File: config.mk
export PLATFORM = sky130hd
export DESIGN_NAME = flt_tuning
export DESIGN_NICKNAME = d
export VERILOG_FILES = /design/src/design/flt_pkg.sv /design/src/design/flt_sync.sv /design/src/design/flt_tuning.sv
export SDC_FILE = /design/constraint.sdc
export NUM_CORES = 1
export LEC_CHECK = 0
export ABC_AREA = 1
export BUFFER_PORTS_ARGS = -buffer_cell sky130_fd_sc_hd__buf_2
export CORE_ASPECT_RATIO = 2
export CORE_MARGIN = 4
export CORE_UTILIZATION = 68
export DETAILED_ROUTE_END_ITERATION = 8
export PLACE_DENSITY = 0.85
export SETUP_SLACK_MARGIN = 0.4
export SLEW_MARGIN = 0
export SYNTH_ARGS = -nofsm -noshare
export SYNTH_HDL_FRONTEND = slang
export SYNTH_SLANG_ARGS = --single-unit
File: constraint.sdc
create_clock -name ref_clk_i -period 6.75 [get_ports ref_clk_i]
set_input_delay 0.675 -clock ref_clk_i [delete_from_list [all_inputs] [get_ports ref_clk_i]]
set_output_delay 0.675 -clock ref_clk_i [all_outputs]
set_load 0.01 [all_outputs]
File: src/design/flt_pkg.sv
package flt_pkg;

   // Serial command word
   localparam int WORD_BITS = 18;
   localparam int FREQ_BITS = 14;
   localparam logic [4:0] WORD_LEN = 5'h12;
   localparam logic [4:0] CNT_MAX = 5'h1F;

   // Command word layout, first received bit in bit 0
   typedef struct packed {
      logic [13:0] freq;   // Wanted oscillator frequency, 14 MSBs
      logic [1:0] rate;    // Tuning counter decrement rate
      logic [1:0] reverse; // Direction reversal
   } flt_word_t;

   localparam flt_word_t WORD_RESET = '{freq: 14'h0000, rate: 2'h0, reverse: 2'h0};
   localparam logic [1:0] REVERSE_ON = 2'h3;

   // Frequency counter length masks per window
   localparam logic [13:0] MASK_14 = 14'h3FFF;
   localparam logic [13:0] MASK_12 = 14'h0FFF;
   localparam logic [13:0] MASK_11 = 14'h07FF;
   localparam logic [13:0] MASK_10 = 14'h03FF;
   localparam logic [1:0] WSEL_14 = 2'h0;
   localparam logic [1:0] WSEL_12 = 2'h1;
   localparam logic [1:0] WSEL_11 = 2'h2;

   // Holding range: one count either side of zero
   localparam logic [13:0] HOLD_COUNT = 14'h0001;
   localparam logic [13:0] ONE_COUNT = 14'h0001;

   // Timing
   localparam int CLK_MHZ = 50;
   localparam int MEAS_TIME_US = 4096;
   localparam int MEAS_CYCLES = MEAS_TIME_US * CLK_MHZ;
   localparam int RATE_US_0 = 1;
   localparam int RATE_US_1 = 2;
   localparam int RATE_US_2 = 4;
   localparam int RATE_US_3 = 8;
   localparam logic [15:0] RATE_DIV_0 = 16'(RATE_US_0 * CLK_MHZ);
   localparam logic [15:0] RATE_DIV_1 = 16'(RATE_US_1 * CLK_MHZ);
   localparam logic [15:0] RATE_DIV_2 = 16'(RATE_US_2 * CLK_MHZ);
   localparam logic [15:0] RATE_DIV_3 = 16'(RATE_US_3 * CLK_MHZ);
   localparam logic [15:0] RATE_STEP = 16'h0001;

   // Synchroniser lane order
   localparam int SYN_N = 7;
   localparam int SYN_SCLK = 0;
   localparam int SYN_SDATA = 1;
   localparam int SYN_SEN = 2;
   localparam int SYN_OSC = 3;
   localparam int SYN_HOLD = 4;
   localparam int SYN_WSA = 5;
   localparam int SYN_WSB = 6;

   typedef enum logic [2:0] {
      S_IDLE = 3'b001,
      S_MEAS = 3'b010,
      S_CORR = 3'b100
   } flt_state_t;

endpackage

File: src/design/flt_sync.sv
`timescale 1ns/1ps

// Two-stage synchroniser for a group of asynchronous levels
module flt_sync #(
   parameter int WIDTH = 1
) (
   input wire logic ref_clk_i,
   input wire logic rst_b_i,
   input wire logic [WIDTH-1:0] async_i,
   output logic [WIDTH-1:0] sync_o
);

   logic [WIDTH-1:0] stage1;

   // First stage feeds only the second
   always_ff @(posedge ref_clk_i or negedge rst_b_i) begin
      if (!rst_b_i) begin
         stage1 <= '0;
         sync_o <= '0;
      end else begin
         stage1 <= async_i;
         sync_o <= stage1;
      end
   end

endmodule // flt_sync

File: src/design/flt_tuning.sv
// Summary of operation
// Host sends 18-bit serial words; device shifts each into its shift register.
// Shortly after a complete valid word, copy shift register into holding latch.
// Preset frequency counter from the 14 most significant latched bits.
// Prescaled oscillator cycles decrement the counter only during 4096 us window.
// At window end: passed zero too high, nonzero too low, zero correct.
// Residual count loads tuning counter, decremented to zero by clock pulses.
// Raise or lower pulse output stands exactly while tuning counter runs.
// Zero residual gives no correction pulse and drives AFC enable high.
// AFC enable stays high while error stays within holding range.
// Window selects shorten counter to 12, 11 or 10 bits.
// Word bits three and four choose one of four decrement rates.
// Word bits one and two can invert the correction direction.
// Hold high suppresses correction pulses and freezes AFC enable.
// Measure-then-correct repeats continuously, restarting when a new word latches.
// Both window selects low means full 14-bit window; others 12, 11, 10.
`timescale 1ns/1ps

module flt_tuning #(
   parameter int MEAS_CYC = flt_pkg::MEAS_CYCLES
) (
   input wire logic ref_clk_i,
   input wire logic rst_b_i,
   input wire logic bus_clk_i,
   input wire logic bus_data_i,
   input wire logic bus_enable_i,
   input wire logic prescaled_osc_in_i,
   input wire logic hold_i,
   input wire logic window_select_a_i,
   input wire logic window_select_b_i,
   output logic freq_raise_pulse_o,
   output logic freq_lower_pulse_o,
   output logic afc_enable_out_o
);

   logic [flt_pkg::SYN_N-1:0] syn;
   logic sclk_q, sen_q, osc_q;
   logic sclk_rise, sen_rise, sen_fall, osc_rise;
   logic [17:0] shift_word;
   logic [4:0] bit_cnt;
   logic word_valid;
   flt_pkg::flt_word_t latch_word;
   logic new_word;
   flt_pkg::flt_state_t state;
   logic start_meas, meas_end;
   logic [17:0] meas_cnt;
   logic [13:0] mask, fcount, residual, tcount;
   logic passed, err_high, raise_dir, hold_s;
   logic [15:0] rate_cnt, rate_div;
   logic rate_tick;

   // All pins but clock and reset are foreign to ref_clk_i and pass two flops first
   flt_sync #(.WIDTH(flt_pkg::SYN_N)) u_sync (
      .ref_clk_i(ref_clk_i),
      .rst_b_i(rst_b_i),
      .async_i({window_select_b_i, window_select_a_i, hold_i, prescaled_osc_in_i,
                bus_enable_i, bus_data_i, bus_clk_i}),
      .sync_o(syn)
   );

   assign hold_s = syn[flt_pkg::SYN_HOLD];

   // Edge detectors on synchronised copies only
   always_ff @(posedge ref_clk_i or negedge rst_b_i) begin
      if (!rst_b_i) begin
         sclk_q <= 1'b0;
         sen_q <= 1'b0;
         osc_q <= 1'b0;
      end else begin
         sclk_q <= syn[flt_pkg::SYN_SCLK];
         sen_q <= syn[flt_pkg::SYN_SEN];
         osc_q <= syn[flt_pkg::SYN_OSC];
      end
   end

   assign sclk_rise = syn[flt_pkg::SYN_SCLK] & ~sclk_q;
   assign sen_rise = syn[flt_pkg::SYN_SEN] & ~sen_q;
   assign sen_fall = ~syn[flt_pkg::SYN_SEN] & sen_q;
   assign osc_rise = syn[flt_pkg::SYN_OSC] & ~osc_q;

   // Serial shift: first bit ends in bit 0; count saturates so long words fail
   always_ff @(posedge ref_clk_i or negedge rst_b_i) begin
      if (!rst_b_i) begin
         shift_word <= 18'h00000;
         bit_cnt <= 5'h00;
      end else if (sen_rise) begin
         bit_cnt <= 5'h00;
      end else if (syn[flt_pkg::SYN_SEN] && sclk_rise) begin
         shift_word <= {syn[flt_pkg::SYN_SDATA], shift_word[17:1]};
         if (bit_cnt != flt_pkg::CNT_MAX) begin
            bit_cnt <= bit_cnt + 5'h01;
         end
      end
   end

   // Word judged valid only with exactly 18 clocks inside the frame
   always_ff @(posedge ref_clk_i or negedge rst_b_i) begin
      if (!rst_b_i) begin
         word_valid <= 1'b0;
      end else begin
         word_valid <= sen_fall && (bit_cnt == flt_pkg::WORD_LEN);
      end
   end

   // Holding latch, loaded one cycle after the valid check
   always_ff @(posedge ref_clk_i or negedge rst_b_i) begin
      if (!rst_b_i) begin
         latch_word <= flt_pkg::WORD_RESET;
         new_word <= 1'b0;
      end else begin
         new_word <= word_valid;
         if (word_valid) begin
            latch_word <= flt_pkg::flt_word_t'(shift_word);
         end
      end
   end

   // Counter length from window selects
   always_comb begin
      unique case ({syn[flt_pkg::SYN_WSB], syn[flt_pkg::SYN_WSA]})
         flt_pkg::WSEL_14: mask = flt_pkg::MASK_14;
         flt_pkg::WSEL_12: mask = flt_pkg::MASK_12;
         flt_pkg::WSEL_11: mask = flt_pkg::MASK_11;
         default: mask = flt_pkg::MASK_10;
      endcase
   end

   // Restart on a fresh word, or after each correction ends
   assign start_meas = new_word || (state == flt_pkg::S_CORR && tcount == 14'h0000);
   // A window cut short by a fresh word is discarded, not classified
   assign meas_end = (state == flt_pkg::S_MEAS) && (meas_cnt == 18'(MEAS_CYC - 1))
                     && !new_word;

   // Sequencer
   always_ff @(posedge ref_clk_i or negedge rst_b_i) begin
      if (!rst_b_i) begin
         state <= flt_pkg::S_IDLE;
      end else if (start_meas) begin
         state <= flt_pkg::S_MEAS;
      end else if (meas_end) begin
         state <= flt_pkg::S_CORR;
      end
   end

   // Measuring window timer
   always_ff @(posedge ref_clk_i or negedge rst_b_i) begin
      if (!rst_b_i) begin
         meas_cnt <= 18'h00000;
      end else if (start_meas) begin
         meas_cnt <= 18'h00000;
      end else if (state == flt_pkg::S_MEAS) begin
         meas_cnt <= meas_cnt + 18'h00001;
      end
   end

   // Frequency counter wraps at the selected length; borrow marks too high
   always_ff @(posedge ref_clk_i or negedge rst_b_i) begin
      if (!rst_b_i) begin
         fcount <= 14'h0000;
         passed <= 1'b0;
      end else if (start_meas) begin
         fcount <= latch_word.freq & mask;
         passed <= 1'b0;
      end else if (state == flt_pkg::S_MEAS && osc_rise) begin
         if (fcount == 14'h0000) begin
            passed <= 1'b1;
         end
         fcount <= (fcount - flt_pkg::ONE_COUNT) & mask;
      end
   end

   // Size of error: negate the wrapped count when zero was passed
   assign residual = passed ? ((~fcount + flt_pkg::ONE_COUNT) & mask) : fcount;

   // Decrement-rate divider picked by word bits three and four
   always_comb begin
      unique case (latch_word.rate)
         2'h0: rate_div = flt_pkg::RATE_DIV_0;
         2'h1: rate_div = flt_pkg::RATE_DIV_1;
         2'h2: rate_div = flt_pkg::RATE_DIV_2;
         default: rate_div = flt_pkg::RATE_DIV_3;
      endcase
   end

   always_ff @(posedge ref_clk_i or negedge rst_b_i) begin
      if (!rst_b_i) begin
         rate_cnt <= 16'h0000;
         rate_tick <= 1'b0;
      end else if (meas_end) begin
         // Align the divider to the load so pulse length does not jitter
         rate_cnt <= 16'h0000;
         rate_tick <= 1'b0;
      end else if (rate_cnt >= rate_div - flt_pkg::RATE_STEP) begin
         rate_cnt <= 16'h0000;
         rate_tick <= 1'b1;
      end else begin
         rate_cnt <= rate_cnt + flt_pkg::RATE_STEP;
         rate_tick <= 1'b0;
      end
   end

   // Tuning counter; frozen under hold so no correction is lost
   always_ff @(posedge ref_clk_i or negedge rst_b_i) begin
      if (!rst_b_i) begin
         tcount <= 14'h0000;
         err_high <= 1'b0;
      end else if (meas_end) begin
         tcount <= residual;
         err_high <= passed;
      end else if (state == flt_pkg::S_CORR && rate_tick && !hold_s && tcount != 14'h0000) begin
         tcount <= tcount - flt_pkg::ONE_COUNT;
      end
   end

   // Too low means raise, unless the word asks for reversal
   assign raise_dir = ~err_high ^ (latch_word.reverse == flt_pkg::REVERSE_ON);

   // Pulse outputs stand while the tuning counter runs
   always_ff @(posedge ref_clk_i or negedge rst_b_i) begin
      if (!rst_b_i) begin
         freq_raise_pulse_o <= 1'b0;
         freq_lower_pulse_o <= 1'b0;
      end else begin
         freq_raise_pulse_o <= state == flt_pkg::S_CORR && tcount != 14'h0000
                               && !hold_s && raise_dir;
         freq_lower_pulse_o <= state == flt_pkg::S_CORR && tcount != 14'h0000
                               && !hold_s && !raise_dir;
      end
   end

   // AFC enable: set on zero error, kept inside holding range, frozen by hold
   always_ff @(posedge ref_clk_i or negedge rst_b_i) begin
      if (!rst_b_i) begin
         afc_enable_out_o <= 1'b0;
      end else if (meas_end && !hold_s) begin
         if (residual == 14'h0000) begin
            afc_enable_out_o <= 1'b1;
         end else if (residual > flt_pkg::HOLD_COUNT) begin
            afc_enable_out_o <= 1'b0;
         end
      end
   end

   // Checks
   latch_copy_a: assert property (@(posedge ref_clk_i) disable iff (!rst_b_i)
      word_valid |=> latch_word == $past(shift_word))
      else $error("latch did not take the shift register");

   preset_a: assert property (@(posedge ref_clk_i) disable iff (!rst_b_i)
      start_meas |=> fcount == ($past(latch_word.freq) & $past(mask)))
      else $error("frequency counter preset wrong");

   count_gate_a: assert property (@(posedge ref_clk_i) disable iff (!rst_b_i)
      (state != flt_pkg::S_MEAS && !start_meas) |=> $stable(fcount))
      else $error("frequency counter moved outside window");

   classify_a: assert property (@(posedge ref_clk_i) disable iff (!rst_b_i)
      meas_end |=> (err_high == $past(passed)) && (state == flt_pkg::S_CORR))
      else $error("error sign not captured at window end");

   residual_a: assert property (@(posedge ref_clk_i) disable iff (!rst_b_i)
      (meas_end && !passed) |=> tcount == $past(fcount))
      else $error("residual not loaded into tuning counter");

   pulse_run_a: assert property (@(posedge ref_clk_i) disable iff (!rst_b_i)
      (freq_raise_pulse_o || freq_lower_pulse_o) |->
         $past(tcount) != 14'h0000 && !(freq_raise_pulse_o && freq_lower_pulse_o))
      else $error("pulse without running tuning counter");

   afc_set_a: assert property (@(posedge ref_clk_i) disable iff (!rst_b_i)
      (meas_end && residual == 14'h0000 && !hold_s) |=> afc_enable_out_o ##1
         (!freq_raise_pulse_o && !freq_lower_pulse_o))
      else $error("zero error did not enable afc");

   hold_freeze_a: assert property (@(posedge ref_clk_i) disable iff (!rst_b_i)
      hold_s |=> !freq_raise_pulse_o && !freq_lower_pulse_o && $stable(afc_enable_out_o))
      else $error("hold did not freeze outputs");

   restart_a: assert property (@(posedge ref_clk_i) disable iff (!rst_b_i)
      (state == flt_pkg::S_CORR && tcount == 14'h0000) |=>
         state == flt_pkg::S_MEAS && meas_cnt == 18'h00000)
      else $error("measurement did not restart");

endmodule // flt_tuning

== Word-level counts from Yosys, hierarchy flattened ==
Index checks and enable logic that the tools add are counted.
Widths: inputs -> output; s select.

* Register bits: 131
* Bits in latches: 0
* RAM bits: 0
* Memory bits (read-only): 0
* Bits of input ports: 9
* Output and inout port bits: 3
* Logic and storage cells: 116
* Memories: 0

* $add $sub $neg: 7
* Multiply operators: 0
* Div/mod/pow operators: 0
* $lt $le $gt $ge: 2
* Eq/ne operators: 10
* Shift operators: 0
* Multiplexer cells: 23
* Bitwise logic cells: 15
* Reductions and logical operators: 36

{| class="wikitable"
|+ Operators by type and width
! kind !! number
|-
| $mux 14 || 5
|-
| $and 14x14->14 || 3
|-
| $logic_not 14->1 || 3
|-
| $pmux 14 s3 || 1
|-
| $mux 18 || 2
|-
| $mux 16 || 2
|-
| $sub 14x1->14 const B || 2
|-
| $pmux 9 s3 || 1
|-
| $add 18x1->18 const B || 1
|-
| $eq 18x18->1 const B || 1
|-
| $add 16x1->16 const B || 1
|-
| $ge 16x16->1 || 1
|-
| $reduce_bool 2->1 || 8
|-
| $sub 16x1->16 const B || 1
|-
| $mux 5 || 3
|-
| $add 14x1->14 const B || 1
|-
| $gt 14x1->1 const B || 1
|-
| $logic_and 1x1->1 || 14
|-
| $not 14->14 || 1
|-
| $reduce_bool 14->1 || 1
|-
| $reduce_and 2->1 || 4
|-
| $mux 1 || 7
|-
| $eq 2x2->1 const B || 3
|-
| $mux 3 || 2
|-
| 12 further kinds || 24
|}

== Depth between registers and ports, before layout ==
Gate-level depths: netlist (run 1).

* Depth in word-level cells: 7
* Depth in mapped cells: 16
* Mapped depth without buffers: 16

== By module ==
From an unflattened synthesis (run 1), not the netlist that was laid out.

* Cells, all modules: 780
* Area, all modules: 6,640.1 µm²

{| class="wikitable"
|+ By module, submodules not included
! module !! instances !! cells an instance !! area each (µm²) !! sequential area each (µm²)
|-
| flt_tuning || 1 || 766 || 6,289.8 || 2,929.1
|-
| flt_sync || 1 || 14 || 350.3 || 350.3
|}

== Least setup slack after synthesis (run 1) ==
OpenSTA, ideal clock, no wires.

* Path type: register to register
* Start point: register latch_word[2] (netlist bit)
* End point: register rate_cnt[6]
* Library setup time: 80 ps
* Arrival time: 2,065 ps
* Data required time: 6,670 ps
* Path slack: 4,605 ps
* Stages on the path, launching flop included: 13
* Path buffers: 1
* Period minus slack after synthesis: 2,145 ps
* Cell sequence: dfrtp_1 > inv_1 > ha_1 > inv_1 > ha_1 > ha_1 > nand2_1 > o21ai_0 > nor3b_1 > o21ai_0 > nand3_2 > buf_4 > nor3_2

* Word-level cells in the longest chain between the ends: 6
* Elaborated cells between the ends (all ways): 8
* Classes of those cells: add/sub: 1; order compare: 1; eq/ne: 2; mux: 3; reduce/logical: 1

{| class="wikitable"
|+ Ends and longest elaborated chain
! what !! RTL line !! source
|-
| start, declared || flt_tuning.sv:42 || <nowiki>flt_pkg::flt_word_t latch_word;</nowiki>
|-
| start signal, assigned || flt_tuning.sv:108 || <nowiki>latch_word <= flt_pkg::WORD_RESET;</nowiki>
|-
| start signal, assigned || flt_tuning.sv:113 || <nowiki>latch_word <= flt_pkg::flt_word_t'(shift_word);</nowiki>
|-
| $eq 2x2->1, or another cell as far along || flt_tuning.sv:177 || <nowiki>unique case (latch_word.rate)</nowiki>
|-
| $pmux 9 s3 * || flt_tuning.sv:177 ||
|-
| $sub 16x1->16 * || flt_tuning.sv:193 || <nowiki>end else if (rate_cnt >= rate_div - flt_pkg::RATE_STEP) begin</nowiki>
|-
| $ge 16x16->1 * || flt_tuning.sv:193 ||
|-
| $mux 16 * || flt_tuning.sv:193 ||
|-
| $mux 16 * || flt_tuning.sv:189 || <nowiki>end else if (meas_end) begin</nowiki>
|-
| end signal, assigned || flt_tuning.sv:197 || <nowiki>rate_cnt <= rate_cnt + flt_pkg::RATE_STEP;</nowiki>
|-
| end, declared || flt_tuning.sv:49 || <nowiki>logic [15:0] rate_cnt, rate_div;</nowiki>
|}

Every way passes the cells marked *; elsewhere a longest branch is shown, timed or not.
A chain may end at the register's enable or synchronous reset.

== Final worst setup path (run 1) ==
* Start point: register tcount[0]
* End point: register fcount[12]

* Word-level cells in the longest chain between the ends: 4
* Elaborated cells between the ends (all ways): 5
* Classes of those cells: mux: 1; reduce/logical: 4

{| class="wikitable"
|+ Ends and longest elaborated chain
! what !! RTL line !! source
|-
| start, declared || flt_tuning.sv:47 || <nowiki>logic [13:0] mask, fcount, residual, tcount;</nowiki>
|-
| start signal, assigned || flt_tuning.sv:208 || <nowiki>tcount <= residual;</nowiki>
|-
| start signal, assigned || flt_tuning.sv:211 || <nowiki>tcount <= tcount - flt_pkg::ONE_COUNT;</nowiki>
|-
| $logic_not 14->1 * || flt_tuning.sv:129 || <nowiki>assign start_meas = new_word || (state == flt_pkg::S_CORR && tcount == 14'h0000);</nowiki>
|-
| $logic_and 1x1->1 * || flt_tuning.sv:129 ||
|-
| $logic_or 1x1->1 * || flt_tuning.sv:129 ||
|-
| $mux 14 or $reduce_bool 2->1 (tied branches) || n/a ||
|-
| end signal, assigned || flt_tuning.sv:162 || <nowiki>fcount <= latch_word.freq & mask;</nowiki>
|-
| end signal, assigned || flt_tuning.sv:168 || <nowiki>fcount <= (fcount - flt_pkg::ONE_COUNT) & mask;</nowiki>
|-
| end, declared || flt_tuning.sv:47 ||
|}

Marks and branches as above.

==> reports/metrics.csv, run 1 <==
stage;metric;value;unit
logic_synthesis;Post-Syn Area;6698;µm²
logic_synthesis;Distinct cells, synth;46;
routing;initial DRC count;389;
pwr;PwrDens;335.0;nW/µm²
clock_network;Post-CTS Setup Bufs;0;
global_route;All-Layer GR Usage;0.2721;
sta;final setup fails;0;
clock_network;worst-skew pair later-pin latency;0.42;ns
sta;fin crit share;0.4223;
routing;Detailed Route WL;14.30;mm
finish;layout cells sized above 1;0.1119;
logic_synthesis;Yosys reg bits;131;
floorplan;die height;148.4;µm
routing;drt first pass iters;5;
finish;Layout area overhead;10.87;%
sta;Worst-Margin Slew;0.9399;ns
logic_synthesis;Post-synth ARST share;1.000;
clock_network;hold_buf cts;0;
logic_synthesis;Post-synth EDFFs;0;
logic_synthesis;Synth Warn #;0;
routing;DR vias;5199;
sta;RSZ-0062 raised after global routing;no;
finish;register area;3279;µm²
routing;DRC Markers;0;
clock_network;CTS tree;built;
sta;Final Critical Period;2.851;ns
worst_setup_path;WS Path Type;reg2reg;
worst_setup_path;critical path capture point type;flip-flop;
clock_network;CTS H-tree lvls;4;
finish;NumNets Final;825;
pwr;leakage power;3.575;nW
floorplan;Rows;51;
worst_setup_path;Max FO, Critical Path;30;
sta;Hold WS;0.3279;ns
global_route;vias in the first global route;5309;
worst_setup_path;critical path arrival;3.19;ns
floorplan;Std-Cell Core Area;9699;µm²
routing;WL per Instance;15.27;µm
logic_synthesis;most frequent cell after synthesis;nand2_1;
logic_synthesis;ys flop type;dfrtp_1;
finish;multi-input logic area;2963;µm²
sta;f_max;350.8;MHz
job;Max-Cap Viols;0;
finish;Fillers;698;
worst_setup_path;critical path data required time;7.09;ns
logic_synthesis;cell count after synthesis;774;
floorplan;Die ar.;11600;µm²
floorplan;Die W;78.18;µm
clock_network;clock sink count;131;
worst_hold_path;Hold Crit Class;in2async;
sta;Slew headroom;0.3734;
logic_synthesis;synth cell count leaders;150 x nand2_1, 130 x dfrtp_1, 93 x nor2_1;
clock_network;Clk pin slew, worst setup/hold paths;0.06;ns
sta;TNS Setup;0;ns
floorplan;I/O pins;12;
logic_synthesis;Synth top area share;0.4857;
global_route;first-pass GRT wire length;24.27;mm
logic_synthesis;Syn Area/Cell;8.653;µm²
placement;placed wire-length estimate;10.29;mm
clock_network;post-CTS resize count;0;
sta;max-slew violation count;0;
sta;Clock Skew;0.01025;ns
clock_network;root buf cell;clkbuf_16;
outcome;status;finished, final reports clean;
global_route;largest net degree at the start of global routing;72;
global_route;initial antenna violation count;0;
pwr;worst vdd ir;0.2787;mV
floorplan;Initial Util;0.6905;
placement;port bufs;11;
logic_synthesis;Synth area leader;dfrtp_1;
placement;Placer Congestion;0.9126;
global_route;total gr overflow;0;
routing;via density per instance;5.554;
clock_network;CTS max path bufs;2;
sta;final-report hold violation count;0;
logic_synthesis;ranking of synthesized cells by area;dfrtp_1 49%, nand2_1 8.4%, nor2_1 5.2%;
logic_synthesis;Seq/Total Area, Yosys;0.4896;
finish;# diodes;0;
routing;Antenna Nets Post-Route;0;
worst_setup_path;CP startpoint kind;flip-flop;
pwr;total power;2.488;mW
clock_network;Num CTS Buffers;17;
## power by group
group / internal, mW / switching [mW]
Combinational: 0.199 / 0.365
Clock: 0.559 / 0.353
Sequential: 0.901 / 0.111
## flip-flops by register name, summed over array words and instances (netlist names), 3 cells and up
signal and count:
meas_cnt 18, u_sync.stage1 7, tcount 14, fcount 14
shift_word 18, state 3, bit_cnt 5, rate_cnt 16
latch_word 18, u_sync.sync_o 7
## placed cells by master (no fill, tap or decap), types with 3 or more instances in the layout
master     count
a21oi_1       43
buf_2         10
buf_4          3
clkbuf_16     17
clkinv_4       4
conb_1         5
dfrtp_1      130
ha_1          25
inv_1         89
inv_2          5
inv_6          4
mux2_2         6
nand2_1      150
nand2_2        3
nand3_1       34
nand3_2        3
nand3b_1       3
nand4_1       11
nand4_4        3
nor2_1        93
nor2_2        10
nor2_4         4
nor3_1        14
nor3_2         4
nor3b_1        5
o211ai_1       5
o21ai_0       53
o21ai_1        5
o22ai_1        6
xnor2_1        5
xor2_1        26
## per-layer routing
layer | global-route usage | vias to the layer above | share of wire
met5 | 0 | - | 0
met4 | 0.1769 | 0 | 0.060
met3 | 0.04909 | 62 | 0.035
met2 | 0.4961 | 122 | 0.55
met1 | 0.2785 | 2475 | 0.35
li1 | - | 2540 | -
## critical path, cell delays in order (launching register included)
cell      delay [ns]
dfrtp_1         0.37
inv_1           0.11
ha_1            0.21
nand3_2         0.12
nor2_2          0.15
nand2_2         0.11
nor4_2          0.22
nand2_1         0.11
nand2_2         0.45
inv_1           0.50
nand3b_1        0.22
nand2_1         0.06
o21ai_0         0.14
## layout make-up
| class | count | share of cell area |
|---|---|---|
| inverter | 94 | 0.04751 |
| clock inverter | 13 | 0.02022 |
| sequential | 131 | 0.4416 |
| clock buffer | 19 | 0.05965 |
| tap | 132 | 0.02224 |
| timing repair buffer | 13 | 0.009773 |
| multi-input combinational | 534 | 0.3990 |
## cells by family after synthesis
family                   Yosys count  synth area share
AO/OA/AOI/OAI                    120           0.09602
other                              1         0.0005599
XOR/XNOR                          31           0.04054
flip-flops                       131            0.4896
buffers and inverters            113           0.07024
AND/OR/NAND/NOR                  347            0.2462
multiplexers                       6           0.01009
adder cells (fa/ha/maj)           25           0.04670
## final timing paths
path                             startpoint          endpoint  slack [ns]  cells past startpoint
setup / recovery                  tcount[0]        fcount[12]        3.90                     12
setup reg to reg                  tcount[0]        fcount[12]        3.90                     12
hold / removal                      rst_b_i        tcount[11]        0.33                      1
min in group ref_clk_i     u_sync.stage1[6]  u_sync.sync_o[6]        0.35                      0
hold reg to reg            u_sync.stage1[6]  u_sync.sync_o[6]        0.35                      0
max in group asynchronous           rst_b_i         fcount[5]        5.00                      2
## per-stage QoR
| stage | setup slack [ns] | area [µm²] | cells | util |
|---|---|---|---|---|
| floorplan | 4.605 | 6713 | 778 | - |
| global placement | 4.040 | 6833 | 904 | 0.7045 |
| detailed placement | 3.943 | 6833 | 904 | 0.7045 |
| CTS | 3.908 | 7426 | 936 | 0.7656 |
| global route | 3.596 | 7426 | 936 | 0.7656 |
| finish | 3.899 | 7426 | 936 | 0.7656 |
No activity file was read; power rests on OpenSTA's default activity.
==> run 2, diff against run 1 <==
Settings changed: CORE_UTILIZATION 68 to 63, PLACE_DENSITY 0.85 to 0.8.
Clock period 6.75 ns to 2.9 ns, I/O delays scaled along.
==> run 2 against run 1 <==
Compared with the run above: non-clock buffer count is 14 higher; cell count is 2.1% higher; critical endpoint is now afc_enable_out_o; global-route usage is 2.1 points lower; fmax is 16% higher; critical path depth is 1 lower; clock power is 140% higher; setup slack worse by 3.5 ns; sequential power is 130% higher; cell area is 2.4% higher.
==> reports/metrics.csv, run 2 (same netlist as run 1, synthesis figures left out) <==
stage;metric;value;unit
finish;layout cells sized above 1;0.1270;
clock_network;worst-skew pair later-pin latency;0.42;ns
finish;Finished Layout Cells;956;
worst_setup_path;critical path arrival;2.78;ns
worst_setup_path;WS Path Type;reg2reg;
floorplan;Std-Cell Core Area;10480;µm²
finish;commonest non-fill, non-tap cell in the layout;nand2_1;
sta;max-slew violation count;0;
floorplan;Die W;80.91;µm
pwr;worst vdd ir;0.6115;mV
sta;Clock Skew;0.01110;ns
global_route;initial antenna violation count;0;
worst_setup_path;critical path capture point type;flip-flop;
placement;placed wire-length estimate;9.959;mm
routing;DRC Markers;0;
finish;Largest regs;latch_word: 18 flops, meas_cnt: 18 flops, shift_word: 18 flops;
routing;Detailed Route WL;14.38;mm
floorplan;I/O pins;12;
finish;Fillers;766;
global_route;total gr overflow;0;
placement;port bufs;11;
worst_setup_path;CP max-delay cell;dfrtp_1;
worst_setup_path;cell mode on critical path;nand2_1;
floorplan;Rows;53;
routing;drt first pass iters;5;
worst_setup_path;crit-path cells;inv_1 > o21ai_0 > nand2_1 > nor2_1 > nand3b_1 > nor2_1 > nand3_1 > nand2_1 > nand2_1 > nand2_1 > inv_1;
pwr;PwrDens;767.9;nW/µm²
routing;Antenna Nets Post-Route;0;
worst_setup_path;CP startpoint kind;flip-flop;
global_route;All-Layer GR Usage;0.2511;
job;Max-Cap Viols;0;
clock_network;root buf cell;clkbuf_16;
sta;f_max;405.2;MHz
clock_network;Clk pin slew, worst setup/hold paths;0.06;ns
sta;final setup fails;0;
worst_setup_path;critical path data required time;3.21;ns
floorplan;Die ar.;12450;µm²
clock_network;clock sink count;131;
clock_network;CTS max path bufs;2;
sta;RSZ-0062 raised after global routing;yes;
clock_network;Num CTS Buffers;17;
routing;DR vias;5275;
sta;Final Critical Period;2.468;ns
sta;Slew headroom;0.3717;
clock_network;CTS tree;built;
routing;initial DRC count;324;
floorplan;Initial Util;0.6392;
pwr;leakage power;3.648;nW
worst_setup_path;Max FO, Critical Path;18;
finish;NumNets Final;840;
placement;Placer Congestion;0.9002;
sta;TNS Setup;0;ns
routing;WL per Instance;15.04;µm
global_route;largest net degree at the start of global routing;64;
global_route;first-pass GRT wire length;23.98;mm
finish;Layout area overhead;13.56;%
clock_network;CTS H-tree lvls;4;
outcome;status;finished, final reports clean;
sta;fin crit share;0.8510;
worst_setup_path;R2R cell count;11;
worst_hold_path;Hold Crit Class;in2async;
global_route;vias in the first global route;5364;
placement;placed insts;913;
floorplan;die height;153.8;µm
sta;Worst-Margin Slew;0.9401;ns
routing;via density per instance;5.518;
finish;commonest non-fill, non-tap cells in the layout;149 x nand2_1, 130 x dfrtp_1, 93 x nor2_1, 85 x inv_1, 52 x o21ai_0;
finish;# diodes;0;
worst_setup_path;CP max stage delay;0.73;ns
sta;final-report hold violation count;0;
[run 2: changes by cell type in the layout (fill, tap and decap cells not counted), sizes merged]
cell	delta
buf	+6
clkbuf	-2
clkinv	-2
clkinvlp	+3
dlygate4sd3	+8
inv	+2
[run 2: report_power, final]
part	internal, mW	switching (mW)
Sequential	2.10	0.264
Clock	1.29	0.859
Combinational	0.475	0.857
[run 2: worst paths after layout]
path | from | to | slack [ns]
setup / recovery | passed | afc_enable_out_o | 0.43
hold / removal | rst_b_i | meas_cnt[4] | 0.36
setup reg to reg | passed | afc_enable_out_o | 0.43
hold reg to reg | u_sync.stage1[1] | u_sync.sync_o[1] | 0.36
max in group asynchronous | rst_b_i | tcount[1] | 1.67
min in group ref_clk_i | u_sync.stage1[1] | u_sync.sync_o[1] | 0.36
[run 2: per-stage QoR]
stage               power [mW]  utilization  cell area [µm²]  worst slack [ns]  hold WS [ns]
floorplan                3.310            -             6713            0.7548     -0.005591
global placement         3.597       0.6568             6882            0.5385        0.2527
detailed placement       3.648       0.6568             6882            0.4048        0.2601
CTS                      5.847       0.7228             7574            0.4591        0.3558
global route             6.160       0.7259             7606            0.3077        0.3597
finish                   5.840       0.7259             7606            0.4320        0.3554
[run 2: critical path: cells and delay by family, from the launching register on]
| kind | cells | cell delay, ns |
|---|---|---|
| flops | 1 | 0.73 |
| compound gates | 1 | 0.40 |
| simple gates | 8 | 0.90 |
| buf+inv | 2 | 0.33 |
[run 2: layer usage]
layer / up-vias / wire length [µm] / GRT usage
met5: - / 0 / 0
met4: 0 / 810 / 0.1644
met3: 53 / 440 / 0.05920
met2: 138 / 7822 / 0.4315
met1: 2510 / 5309 / 0.2640
li1: 2574 / - / -
[run 2: timing repair]
item,CTS,global route
hold buffers,8,0
setup endpoints to repair,1,21
gates resized for setup,0,10
endpoints found under the hold margin,36,0
pin swaps,1,0
cloned,0,1
buffers inserted,2,0
[run 2: layout make-up]
type | instances | area, µm² | area share
timing repair inverter | 1 | 5.005 | 0.0006580
clock buffer | 17 | 425.4 | 0.05593
sequential | 131 | 3279 | 0.4312
tap | 137 | 171.4 | 0.02254
clock inverter | 15 | 171.4 | 0.02254
timing repair buffer | 27 | 214.0 | 0.02813
multi-input combinational | 534 | 2980 | 0.3918
inverter | 94 | 359.1 | 0.04721
==> run 3, diff against run 2 <==
Settings changed: SETUP_SLACK_MARGIN 0.4 to unset, SYNTH_HIERARCHICAL set to 1.
==> run 3 against run 2 <==
Compared with the run above: non-clock buffer count is 2 higher; largest power group is now the clock network; flip-flop and latch count did not move; clock skew decreased by 0.0031 ns; highest routed layer unchanged; clock power grew 12%; critical path depth is 1 higher; largest cell class unchanged.
==> reports/metrics.csv, run 3 <==
stage;metric;value;unit
finish;layout cells sized above 1;0.1232;
placement;Place WS;0.2258;ns
global_route;All-Layer GR Usage;0.2683;
worst_setup_path;critical path arrival;3.04;ns
logic_synthesis;Synth area leader;dfrtp_1;
worst_setup_path;Critical path destination;rate_cnt[2];
worst_setup_path;critical path capture point type;flip-flop;
logic_synthesis;most frequent cell after synthesis;nand2_1;
finish;NumNets Final;849;
worst_setup_path;Crit path max-delay family;adder cells;
finish;Layout area overhead;14.96;%
pwr;leakage power;3.756;nW
worst_setup_path;Reg-to-Reg Start;latch_word[2];
sta;fin crit share;0.9259;
clock_network;root buf cell;clkbuf_16;
routing;drt first pass iters;5;
floorplan;Die ar.;12350;µm²
clock_network;Post-CTS Setup Bufs;0;
worst_setup_path;CP startpoint kind;flip-flop;
floorplan;Std-Cell Core Area;10210;µm²
worst_hold_path;Hold Crit Class;in2async;
placement;Placer Congestion;0.9500;
finish;commonest non-fill, non-tap cells in the layout;154 x nand2_1, 130 x dfrtp_1, 107 x inv_1, 76 x nor2_1, 59 x o21ai_0;
worst_setup_path;WS Path Type;reg2reg;
logic_synthesis;Synth Warn #;6;
placement;placed insts;923;
sta;Worst-Margin Slew;1.029;ns
logic_synthesis;Synth top area share;0.4899;
worst_setup_path;slack of the worst reg-to-reg path;0.22;ns
pwr;worst vdd ir;0.6079;mV
worst_setup_path;CP startpoint;latch_word[2];
floorplan;Initial Util;0.6500;
floorplan;die height;153.2;µm
worst_setup_path;Critical Path Stages;12;
routing;initial DRC count;231;
global_route;vias in the first global route;5551;
finish;Fillers;774;
global_route;total gr overflow;0;
logic_synthesis;Distinct cells, synth;42;
routing;WL per Instance;15.58;µm
routing;via density per instance;5.544;
sta;f_max;372.4;MHz
logic_synthesis;Syn Area/Cell;8.513;µm²
clock_network;CTS H-tree lvls;4;
logic_synthesis;Post-synth EDFFs;0;
floorplan;I/O pins;12;
worst_setup_path;cell mode on critical path;ha_1;
routing;Detailed Route WL;15.00;mm
logic_synthesis;Seq/Total Area, Yosys;0.4939;
finish;Finished Layout Cells;963;
clock_network;Clk pin slew, worst setup/hold paths;0.06;ns
global_route;initial antenna violation count;0;
global_route;largest net degree at the start of global routing;65;
pwr;PwrDens;817.7;nW/µm²
sta;final setup fails;0;
finish;# diodes;0;
sta;Clock Skew;0.007949;ns
clock_network;worst-skew pair later-pin latency;0.42;ns
logic_synthesis;ys flop type;dfrtp_1;
worst_setup_path;R2R cell count;12;
sta;max-slew violation count;0;
worst_setup_path;Max FO, Critical Path;7;
sta;Final Critical Period;2.685;ns
logic_synthesis;Yosys reg bits;131;
finish;Largest regs;latch_word: 18 flops, meas_cnt: 18 flops, shift_word: 18 flops;
logic_synthesis;cell count after synthesis;780;
placement;placed wire-length estimate;10.77;mm
sta;final-report hold violation count;0;
logic_synthesis;synth cell count leaders;154 x nand2_1, 130 x dfrtp_1, 107 x inv_1;
sta;worst setup margin;0.2150;ns
logic_synthesis;Post-synth ARST share;1.000;
placement;port bufs;11;
worst_setup_path;crit-path cells;inv_1 > ha_1 > inv_1 > ha_1 > ha_1 > nand2_1 > o21ai_0 > nor3b_1 > o21ai_0 > nand3_2 > buf_4 > nor2_2;
clock_network;CTS tree;built;
clock_network;CTS max path bufs;2;
clock_network;clock sink count;131;
routing;DRC Markers;0;
worst_setup_path;critical path data required time;3.25;ns
worst_setup_path;CP max stage delay;0.43;ns
floorplan;Rows;52;
worst_setup_path;CP max-delay cell;dfrtp_1;
floorplan;Die W;80.60;µm
global_route;first-pass GRT wire length;25.51;mm
outcome;status;finished, final reports clean;
sta;Slew headroom;0.3121;
routing;Antenna Nets Post-Route;0;
worst_setup_path;Reg2Reg Capture Point;rate_cnt[2];
worst_setup_path;WP buf/inv;3;
routing;DR vias;5339;
logic_synthesis;Post-Syn Area;6640;µm²
job;Max-Cap Viols;0;
finish;commonest non-fill, non-tap cell in the layout;nand2_1;
logic_synthesis;ranking of synthesized cells by area;dfrtp_1 49%, nand2_1 8.7%, inv_1 6.0%;
clock_network;Num CTS Buffers;17;
-- run 3: changes by cell type in the layout (fill, tap and decap cells not counted), moves of 6 or more --
cell,before,now
o21ai_0,52,59
o221ai_1,0,10
nand3_1,34,40
nor2_1,93,76
nor2_2,10,16
inv_1,85,107
-- run 3: timing repair --
action | 4_1_cts | 5_1_grt
setup endpoints to repair | 0 | 6
hold buffers | 8 | 0
hold endpoints to repair | 31 | 0
gates resized for setup | 0 | 1
-- run 3: kinds of logic after synthesis --
logic type	count (synthesis)	synth area share
adder cells (fa/ha/maj)	25	0.04711
buffers and inverters	126	0.07556
AND/OR/NAND/NOR	345	0.2414
flip-flops	131	0.4939
AO/OA/AOI/OAI	126	0.1065
other	1	0.0005647
multiplexers	2	0.003392
XOR/XNOR	24	0.03166
-- run 3: worst min-delay path by stage --
stage,startpoint,to,cells after the start
floorplan,rst_b_i,afc_enable_out_o,0
global placement,rst_b_i,u_sync/sync_o[3],1
detailed placement,rst_b_i,u_sync/sync_o[3],1
CTS,rst_b_i,rate_cnt[13],2
global route,u_sync/stage1[6],u_sync/sync_o[6],0
finish,rst_b_i,u_sync/stage1[3],2
-- run 3: layer usage --
metal | vias to the layer above | wire, µm | global-route usage
met5 | - | 0 | 0
met1 | 2584 | 5209 | 0.2721
met3 | 49 | 461 | 0.04829
met4 | 0 | 612 | 0.1305
met2 | 117 | 8720 | 0.5044
li1 | 2589 | - | -
-- run 3: cell type report --
class                           count  area (µm²)  share of cell area
Sequential cell                   131        3279              0.4296
Multi-Input combinational cell    527        2879              0.3772
Clock buffer                       19       452.9             0.05933
Inverter                          109       409.1             0.05360
Timing Repair Buffer               29       225.2             0.02950
Clock inverter                     13       219.0             0.02868
Tap cell                          135       168.9             0.02213
-- run 3: report_power, final --
part	internal, mW	leakage, nW	switching [mW]	total [mW]
registers	2.10	1.70	0.208	2.31
clock network	1.59	0.325	0.815	2.40
logic	0.490	1.73	1.04	1.53
-- run 3: through the flow --
step	power, mW	area, µm²	setup TNS, ns	hold WS, ns	utilization
6_report	6.242	7634	0	0.3229	0.7473
5_1_grt	6.577	7634	-0.2124	0.3525	0.7473
4_1_cts	6.254	7629	0	0.3283	0.7468
3_5_place_dp	3.815	6877	0	0.2281	0.6732
3_3_place_gp	3.746	6877	0	0.2210	0.6732
2_1_floorplan	3.365	6655	0	-0.005591	-
